`config.mk`:
```
export PLATFORM = sky130hd
export DESIGN_NAME = svdc_top
export DESIGN_NICKNAME = d
export VERILOG_FILES = /design/src/hw/svdc_pkg.sv /design/src/hw/svdc_sync_if.sv /design/src/hw/svdc_top.sv /design/src/hw/svdc_sync2.sv
export SDC_FILE = /design/constraint.sdc
export NUM_CORES = 1
export LEC_CHECK = 0
export ABC_AREA = 0
export CAP_MARGIN = 0
export CORE_MARGIN = 2
export CORE_UTILIZATION = 40
export DETAILED_ROUTE_END_ITERATION = 10
export DONT_BUFFER_PORTS = 1
export SLEW_MARGIN = 15
export SYNTH_ARGS = -nofsm -noshare
export SYNTH_HDL_FRONTEND = slang
export SYNTH_SLANG_ARGS = --single-unit
```
`constraint.sdc`:
```
create_clock -name core_clk -period 2.1 [get_ports core_clk]
set_clock_uncertainty 0.1 [all_clocks]
set_input_delay 0.63 -clock core_clk [delete_from_list [all_inputs] [get_ports core_clk]]
set_output_delay 0.63 -clock core_clk [all_outputs]
set_load 0.03 [all_outputs]
```
`src/hw/svdc_pkg.sv`:
```
package svdc_pkg;

	// register indices; the bus byte address is four times the index
	localparam logic [19:0] SVDC_IDX_OPTION    = 20'h000C1;
	localparam logic [19:0] SVDC_IDX_CONTROL   = 20'hFFFA9;
	localparam logic [19:0] SVDC_IDX_LEVEL     = 20'hFFFAA;
	localparam logic [19:0] SVDC_IDX_CAUSE     = 20'hFFFAB;

	// voltage_detect_control fields
	localparam int          SVDC_CTL_REWRITE   = 7;
	localparam int          SVDC_CTL_MASK      = 1;
	localparam int          SVDC_CTL_FLAG      = 0;
	localparam logic [7:0]  SVDC_CTL_RESET     = 8'h00;

	// detect_level_select fields and reset values
	localparam int          SVDC_LVL_ACTION    = 7;
	localparam int          SVDC_LVL_CHOICE    = 0;
	localparam logic [7:0]  SVDC_LVL_COMBINED  = 8'h00;
	localparam logic [7:0]  SVDC_LVL_RST_ONLY  = 8'h81;
	localparam logic [7:0]  SVDC_LVL_IRQ_ONLY  = 8'h01;

	// reset_cause_flags fields
	localparam int          SVDC_CAUSE_DET     = 0;

	// supply_monitor_option_byte fields
	localparam int          SVDC_OPT_GROUP_MSB = 7;
	localparam int          SVDC_OPT_GROUP_LSB = 5;
	localparam int          SVDC_OPT_RSVD      = 4;
	localparam int          SVDC_OPT_LEVEL_MSB = 3;
	localparam int          SVDC_OPT_LEVEL_LSB = 2;
	localparam int          SVDC_OPT_MODE_MSB  = 1;
	localparam int          SVDC_OPT_MODE_LSB  = 0;

	// timing
	localparam int          SVDC_CLK_PERIOD_NS = 25;
	localparam int          SVDC_SETTLE_NS     = 10000;
	localparam int          SVDC_SETTLE_CYCLES = (SVDC_SETTLE_NS + SVDC_CLK_PERIOD_NS - 1)
		/ SVDC_CLK_PERIOD_NS;
	localparam logic [1:0]  SVDC_INIT_CYCLES   = 2'h2;

	typedef enum logic [1:0] {
		SVDC_MODE_OFF      = 2'b00,
		SVDC_MODE_IRQ      = 2'b01,
		SVDC_MODE_COMBINED = 2'b10,
		SVDC_MODE_RESET    = 2'b11
	} svdc_mode_t;

	typedef enum logic [1:0] {
		SVDC_ST_INIT = 2'b00,
		SVDC_ST_HOLD = 2'b01,
		SVDC_ST_RUN  = 2'b10
	} svdc_state_t;

endpackage : svdc_pkg

```
`src/hw/svdc_sync_if.sv`:
```
`timescale 1ns/10ps
`default_nettype none

interface svdc_sync_if #(
	parameter int W = 9
);
	logic [W-1:0] raw;
	logic [W-1:0] safe;

	modport sync (input raw, output safe);
	modport user (output raw, input safe);
endinterface : svdc_sync_if

`default_nettype wire

```
`src/hw/svdc_top.sv`:
```
// Contract
// - option mode bits pick combined, reset, interrupt
// - combined: irq high, reset low, release high
// - reset mode: one threshold asserts and releases
// - interrupt mode: startup reset, then both-edge irq
// - control bit 0 shows below-threshold while active
// - detector reset sets cause flag bit 0
// - control clears on other resets, kept otherwise
// - control bits 0 and 1 read-only
// - rewrite enable gates level writes, masks outputs
// - combined mode masks during rewrite and settling
// - level register: action bit 7, choice bit 0
// - level reset value follows mode, kept on detector
// - combined mode switches level bits by itself
// - after combined irq both level bits become one
// - option byte group, reserved, level, mode fields
// - detector keeps working in stop state
`timescale 1ns/10ps
`default_nettype none

module svdc_top
	import svdc_pkg::*;
#(
	parameter int SETTLE_CYCLES = SVDC_SETTLE_CYCLES
) (
	input  wire logic        core_clk,
	input  wire logic        rst,
	input  wire logic        wb_cyc_i,
	input  wire logic        wb_stb_i,
	input  wire logic        wb_we_i,
	input  wire logic [21:0] wb_adr_i,
	input  wire logic [3:0]  wb_sel_i,
	input  wire logic [31:0] wb_dat_i,
	output logic [31:0]      wb_dat_o,
	output logic             wb_ack_o,
	input  wire logic [7:0]  option_byte,
	input  wire logic        supply_below,
	output logic             threshold_choice_bit,
	output logic             detector_reset,
	output logic             detector_irq
);

	localparam logic [15:0] SETTLE_LOAD = 16'(SETTLE_CYCLES);

	svdc_sync_if #(.W(9)) sif ();

	logic [7:0]   opt;
	svdc_mode_t   mode;
	svdc_state_t  state;
	svdc_state_t  next_state;
	logic [1:0]   init_cnt;
	logic [15:0]  settle_cnt;
	logic         level_rewrite_enable;
	logic         detect_action_bit;
	logic         below_prev;
	logic         detector_reset_cause;

	logic         below_safe;
	logic         lvd_off;
	logic         active;
	logic         below_threshold_flag;
	logic         output_mask_status;
	logic         irq_event;
	logic         rst_event;
	logic         init_done;

	logic         bus_req;
	logic         bus_wr;
	logic         bus_rd;
	logic         sel_ctl;
	logic         sel_lvl;
	logic         sel_opt;
	logic         sel_cause;
	logic         wr_ctl;
	logic         wr_lvl;
	logic [7:0]   next_rdata;
	logic         events_masked;
	logic         choice_write;
	logic         cause_clear;
	svdc_mode_t   init_mode;

	assign sif.raw = {option_byte, supply_below};

	svdc_sync2 #(
		.W (9)
	) u_sync (
		.core_clk (core_clk),
		.rst      (rst),
		.sif      (sif)
	);

	assign below_safe = sif.safe[0];
	// mode straight from the synchroniser, used before opt is captured
	assign init_mode  = svdc_mode_t'(sif.safe[SVDC_OPT_MODE_MSB + 1:SVDC_OPT_MODE_LSB + 1]);

	assign mode = svdc_mode_t'(opt[SVDC_OPT_MODE_MSB:SVDC_OPT_MODE_LSB]);
	// group msb set with mode lsb set means detector switched off
	assign lvd_off = (mode == SVDC_MODE_OFF)
		|| (opt[SVDC_OPT_GROUP_MSB] && opt[SVDC_OPT_MODE_LSB]);
	assign active = (state != SVDC_ST_INIT) && !lvd_off;
	// wait for the synchroniser to fill before trusting the option
	assign init_done = (state == SVDC_ST_INIT) && (init_cnt == SVDC_INIT_CYCLES);

	assign below_threshold_flag = active && below_safe;

	assign output_mask_status = (mode == SVDC_MODE_COMBINED) && active
		&& (level_rewrite_enable || (settle_cnt != 16'h0000));

	// rewrite enable silences outputs
	// software should set it only in combined mode; gating every mode
	// keeps a stray write from firing a reset in the middle of a rewrite
	assign events_masked = level_rewrite_enable || output_mask_status;

	// detector events, evaluated only while running
	always_comb begin
		irq_event = 1'b0;
		rst_event = 1'b0;
		if (state == SVDC_ST_RUN && active) begin
			case (mode)
				SVDC_MODE_COMBINED: begin
					// irq on high, reset on low
					if (!events_masked && below_safe) begin
						irq_event = !detect_action_bit;
						rst_event = detect_action_bit;
					end
				end
				SVDC_MODE_RESET: begin
					rst_event = below_safe && !events_masked;
				end
				SVDC_MODE_IRQ: begin
					// both crossings interrupt
					// one pulse per crossing, below_prev tracks in every state
					irq_event = (below_safe != below_prev) && !events_masked;
				end
				default: begin
					irq_event = 1'b0;
					rst_event = 1'b0;
				end
			endcase
		end
	end

	always_comb begin
		next_state = state;
		case (state)
			SVDC_ST_INIT: begin
				if (init_done) begin
					next_state = SVDC_ST_HOLD;
				end
			end
			SVDC_ST_HOLD: begin
				// release once at or above threshold
				// startup reset ends at threshold
				// settling must end first so a fresh threshold is trusted
				if (lvd_off) begin
					next_state = SVDC_ST_RUN;
				end else if (!below_safe && settle_cnt == 16'h0000) begin
					next_state = SVDC_ST_RUN;
				end
			end
			SVDC_ST_RUN: begin
				if (rst_event) begin
					next_state = SVDC_ST_HOLD;
				end
			end
			default: begin
				next_state = SVDC_ST_INIT;
			end
		endcase
	end

	// option byte caught once the synchroniser has filled
	always_ff @(posedge core_clk or posedge rst) begin
		if (rst) begin
			state    <= SVDC_ST_INIT;
			init_cnt <= 2'h0;
			opt      <= 8'h00;
		end else begin
			state <= next_state;
			if (state == SVDC_ST_INIT && !init_done) begin
				init_cnt <= init_cnt + 2'h1;
			end
			// option is static, so one capture after the fill is enough
			if (init_done) begin
				opt <= sif.safe[8:1];
			end
		end
	end

	// request follows next_state so it rises as hold is entered
	// no stop-state gating here
	always_ff @(posedge core_clk or posedge rst) begin
		if (rst) begin
			detector_reset <= 1'b0;
			detector_irq   <= 1'b0;
			below_prev     <= 1'b0;
		end else begin
			detector_reset <= (next_state == SVDC_ST_HOLD) && !lvd_off;
			detector_irq   <= irq_event;
			below_prev     <= below_safe;
		end
	end

	// a software move of the threshold needs settling too, or the
	// comparator swing would read as a crossing
	assign choice_write = wr_lvl && (wb_dat_i[SVDC_LVL_CHOICE] != threshold_choice_bit);

	// combined-mode settling window after an irq, a reset or a level change
	always_ff @(posedge core_clk or posedge rst) begin
		if (rst) begin
			settle_cnt <= 16'h0000;
		end else if (mode == SVDC_MODE_COMBINED && active
			&& (irq_event || rst_event || choice_write)) begin
			// settle after irq, reset or level change
			settle_cnt <= SETTLE_LOAD;
		end else if (settle_cnt != 16'h0000) begin
			settle_cnt <= settle_cnt - 16'h0001;
		end
	end

	always_ff @(posedge core_clk or posedge rst) begin
		if (rst) begin
			detect_action_bit    <= SVDC_LVL_COMBINED[SVDC_LVL_ACTION];
			threshold_choice_bit <= SVDC_LVL_COMBINED[SVDC_LVL_CHOICE];
		end else if (init_done) begin
			case (init_mode)
				SVDC_MODE_RESET: begin
					detect_action_bit    <= SVDC_LVL_RST_ONLY[SVDC_LVL_ACTION];
					threshold_choice_bit <= SVDC_LVL_RST_ONLY[SVDC_LVL_CHOICE];
				end
				SVDC_MODE_IRQ: begin
					detect_action_bit    <= SVDC_LVL_IRQ_ONLY[SVDC_LVL_ACTION];
					threshold_choice_bit <= SVDC_LVL_IRQ_ONLY[SVDC_LVL_CHOICE];
				end
				default: begin
					// off or unlisted codes take the combined image
					detect_action_bit    <= SVDC_LVL_COMBINED[SVDC_LVL_ACTION];
					threshold_choice_bit <= SVDC_LVL_COMBINED[SVDC_LVL_CHOICE];
				end
			endcase
		end else if (mode == SVDC_MODE_COMBINED && irq_event) begin
			detect_action_bit    <= 1'b1;
			threshold_choice_bit <= 1'b1;
		end else if (mode == SVDC_MODE_COMBINED && rst_event) begin
			// back to high threshold for release
			detect_action_bit    <= 1'b1;
			threshold_choice_bit <= 1'b0;
		end else if (wr_lvl) begin
			detect_action_bit    <= wb_dat_i[SVDC_LVL_ACTION];
			threshold_choice_bit <= wb_dat_i[SVDC_LVL_CHOICE];
		end
	end

	// control cleared by non-detector reset only
	// rewrite can be set in every mode, not only combined
	always_ff @(posedge core_clk or posedge rst) begin
		if (rst) begin
			level_rewrite_enable <= SVDC_CTL_RESET[SVDC_CTL_REWRITE];
		end else if (wr_ctl) begin
			// bits 0 and 1 ignore writes
			level_rewrite_enable <= wb_dat_i[SVDC_CTL_REWRITE];
		end
	end

	// cause flag, set wins over read-clear
	always_ff @(posedge core_clk or posedge rst) begin
		if (rst) begin
			detector_reset_cause <= 1'b0;
		end else if (rst_event) begin
			detector_reset_cause <= 1'b1;
		end else if (cause_clear) begin
			detector_reset_cause <= 1'b0;
		end
	end

	// classic wishbone slave, one wait state, every address answered
	// answering unmapped addresses keeps a stray access from hanging
	assign bus_req   = wb_cyc_i && wb_stb_i;
	assign bus_wr    = bus_req && wb_ack_o && wb_we_i;
	assign bus_rd    = bus_req && wb_ack_o && !wb_we_i;
	assign sel_opt   = (wb_adr_i[21:2] == SVDC_IDX_OPTION);
	assign sel_ctl   = (wb_adr_i[21:2] == SVDC_IDX_CONTROL);
	assign sel_lvl   = (wb_adr_i[21:2] == SVDC_IDX_LEVEL);
	assign sel_cause = (wb_adr_i[21:2] == SVDC_IDX_CAUSE);
	assign wr_ctl    = bus_wr && sel_ctl && wb_sel_i[0];
	// level writes blocked without rewrite enable
	assign wr_lvl    = bus_wr && sel_lvl && wb_sel_i[0] && level_rewrite_enable;
	// reading the cause register clears it
	assign cause_clear = bus_rd && sel_cause && wb_sel_i[0];

	always_comb begin
		next_rdata = 8'h00;
		if (sel_opt) begin
			next_rdata = opt;
		end else if (sel_ctl) begin
			next_rdata[SVDC_CTL_REWRITE] = level_rewrite_enable;
			next_rdata[SVDC_CTL_MASK]    = output_mask_status;
			next_rdata[SVDC_CTL_FLAG]    = below_threshold_flag;
		end else if (sel_lvl) begin
			next_rdata[SVDC_LVL_ACTION] = detect_action_bit;
			next_rdata[SVDC_LVL_CHOICE] = threshold_choice_bit;
		end else if (sel_cause) begin
			next_rdata[SVDC_CAUSE_DET] = detector_reset_cause;
		end
	end

	// ack drops the cycle after it was given
	always_ff @(posedge core_clk or posedge rst) begin
		if (rst) begin
			wb_ack_o <= 1'b0;
			wb_dat_o <= 32'h00000000;
		end else begin
			wb_ack_o <= bus_req && !wb_ack_o;
			if (bus_req && !wb_ack_o) begin
				wb_dat_o <= {24'h000000, next_rdata};
			end
		end
	end

endmodule : svdc_top

`default_nettype wire

```
`src/hw/svdc_sync2.sv`:
```
`timescale 1ns/10ps
`default_nettype none

module svdc_sync2 #(
	parameter int W = 9
) (
	input  wire logic   core_clk,
	input  wire logic   rst,
	svdc_sync_if.sync   sif
);
	logic [W-1:0] stage1;
	logic [W-1:0] stage2;

	// stage1 is read by stage2 only
	always_ff @(posedge core_clk or posedge rst) begin
		if (rst) begin
			stage1 <= '0;
			stage2 <= '0;
		end else begin
			stage1 <= sif.raw;
			stage2 <= stage1;
		end
	end

	assign sif.safe = stage2;
endmodule : svdc_sync2

`default_nettype wire

```
==> flow_metrics.env <==
export IMPL_drc=0
export IMPL_cts_path_max_buffers=2
export IMPL_syn_to_final_growth_pct=20.8
export IMPL_initial_core_util_pct=41.8
export IMPL_io_buffers=0
export IMPL_yosysTopAreaCellShare_pct=50.4
export IMPL_finalMaxSlewViolations=0
export IMPL_syn_avg_cell_area_um2=9.93
export IMPL_dp_slack_ps=-163
export IMPL_ys_seq_area_share_pct=50.4
export IMPL_period_minus_slack_ps=2110
export IMPL_max_cap_violations=0
export IMPL_placed_cells=434
export IMPL_clock_sinks=62
export IMPL_gr_total_overflow=0
export IMPL_drive_gt1_share_pct=22.5
export IMPL_dieArea_um2=8410
export IMPL_finish_instance_area_um2=3720
export IMPL_grt_pass1_vias=2299
export IMPL_synth_edf_count=0
export IMPL_setup_ws_ps=-10.5
export IMPL_grt_util_all_layers_pct=16.1
export IMPL_hold_viol_final=0
export IMPL_fin_setup_tns_ps=-15.6
export IMPL_power_density_nw_per_um2=1220
export IMPL_cts_tree="yes"
export IMPL_nets=429
export IMPL_ys_seq_elements=62
export IMPL_hp_class="in2async"
export IMPL_clk_latency_ps=340
export IMPL_vdd_ir_drop_max_uv=385
export IMPL_worst_slew_pin_slew_ps=635
export IMPL_path_class="reg2reg"
export IMPL_grt_pass1_wl_mm=10.8
export IMPL_status="finished with violations"
export IMPL_async_flop_share_pct=100
export IMPL_drtIter0Drc=125
export IMPL_p_leak_nw=1.57
export IMPL_numCtsBuffers=9
export IMPL_fin_util_pct=50.5
export IMPL_crit_arrival_ps=2240
export IMPL_crit_fanout=4
export IMPL_ant_nets=0
export IMPL_num_io_pins=108
export IMPL_syn_inst=310
export IMPL_num_vias=2262
export IMPL_dp_final_hpwl_mm=4.40
export IMPL_ff2ff_path_depth=6
export IMPL_hold_slack_ps=126
export IMPL_yosysUniqueCellTypes=57
export IMPL_routedWlPerCell_um=14.0
export IMPL_required_ps=2230
export IMPL_stdcell_count=455
export IMPL_die_h_um=91.7
export IMPL_rsz0062_at_grt="true"
export IMPL_coreArea_um2=7370
export IMPL_grt_max_degree=63
export IMPL_wl_mm=6.35
export IMPL_reg2reg_from="settle_cnt[9]"
export IMPL_period_share_pct=100
export IMPL_setup_viol=2
export IMPL_gp_congestion=0.844
export IMPL_power_total_mw=4.53
export IMPL_synthTopCellsByArea="dfrtp_1 (50%), buf_4 (5.9%), nand2_1 (5.0%), nor2_1 (3.5%), xnor2_1 (3.4%)"
export IMPL_antenna_found_initial=0
export IMPL_avgViaCountPerCell=4.97
export IMPL_worst_setup_path_start_kind="register"
export IMPL_die_x_um=91.7
export IMPL_yosysTopAreaCell="dfrtp_1"
export IMPL_yosysWarnings=0
export IMPL_synth_ff_type="dfrtp_1"
export IMPL_relSlewSlack_pct=56.6
export IMPL_placed_area_um2=3360
export IMPL_n_antenna_cell=0
export IMPL_synth_area_um2=3080
export IMPL_cts_max_level=3
export IMPL_clkTransAtPathRegs_ps=70
export IMPL_fmax_mhz=474
export IMPL_root_buffer="clkbuf_8"
export IMPL_violations="negative setup slack"
export IMPL_endpoint_kind="register"
export IMPL_cts_hold_buf=0
export IMPL_worstReg2RegEnd="settle_cnt[13]"
export IMPL_ff2ff_setup_slack_ps=-10
export IMPL_firstDrtPassIters=4
export IMPL_rows=31
## cell families after synthesis
kind of cell / after synthesis / share of synthesized area, %
buf+inv: 43 / 8.21
flops: 62 / 50.4
simple gates: 136 / 23.5
other cells: 1 / 0.122
xor+xnor: 13 / 3.70
mux: 3 / 1.06
fa+ha+maj: 6 / 2.44
compound gates: 46 / 10.6
## what timing repair did
item,4_1_cts,5_1_grt
setup endpoints to repair,21,24
pin swaps,7,7
setup buffers,3,3
cloned,0,0
resized for setup,9,10
## cells in the mapped netlist (2+ instances only)
library cell and n:
a2111oi_0 4, a211oi_1 3, a21oi_1 12, and2_1 3, buf_4 24, clkbuf_1 7, dfrtp_1 62, ha_1 6
inv_1 10, mux2_2 2, nand2_1 41, nand2b_1 6, nand3_1 4, nand4_1 7, nor2_1 29, nor2b_1 7
nor3_1 8, nor3b_1 5, nor4_1 7, o211ai_1 2, o21ai_0 9, o41ai_1 2, or2_2 3, or3_1 2
or4_1 2, xnor2_1 12
## registers in the layout, summed over array words and instances, names as in the netlist, 2 cells and up
register         count
settle_cnt          16
u_sync.sif.safe      9
u_sync.stage1        9
opt                  8
wb_dat_o             8
init_cnt             2
state                2
## cell usage in the layout, fill, tap and decap left out, drive strengths merged, types with 2 or more instances in the layout
cell type	n
nor4	9
a2111oi	4
or2	4
nor3	9
nor2b	7
clkinv	2
inv	13
nand3	4
mux2	2
or3	3
xnor2	12
buf	39
clkbuf	9
dfrtp	62
nor3b	5
nor2	29
o211ai	2
a21oi	12
conb	24
nand4	7
nand2b	6
or4	3
a211oi	3
o41ai	2
o21ai	9
ha	6
and2	3
nand2	41
bufinv	2
## layer usage
metal	track usage (%)	part of all wire (%)	vias to the layer above
met2	25.2	46	78
met3	3.12	4.8	13
li1	-	-	1116
met5	0	0	-
met4	8.21	2.1	0
met1	21.4	47	1055
## where the power goes
part           switching, mW  internal (mW)  total [mW]
logic                  0.818          0.705        1.52
clock network          0.517          0.684        1.20
registers              0.314           1.49        1.81
## cell type report
cell class,instances,area (µm²)
inverter,11,45.0
multi-input combinational,228,1450
tap,99,124
fill,693,3650
clock buffer,9,124
clock inverter,7,104
sequential,62,1550
timing repair buffer,39,322
## critical path: stages, from the launching register on
cell,delay (ps)
dfrtp_1,400
buf_6,120
or4_4,510
or3_4,400
nor4b_4,270
xnor2_1,140
nor2_1,50
## worst max-delay path by stage
stage                            to  slack, ps  cells past startpoint           from
3_5_place_dp   threshold_choice_bit       -160                      8  settle_cnt[7]
6_report             settle_cnt[13]        -10                      6  settle_cnt[9]
4_1_cts              settle_cnt[15]        -10                      6  settle_cnt[9]
2_1_floorplan  threshold_choice_bit         10                      7         opt[0]
5_1_grt               settle_cnt[4]       -100                      8  settle_cnt[9]
3_3_place_gp   threshold_choice_bit       -140                      8  settle_cnt[7]
Note: power is estimated with default switching activity, not from simulation.
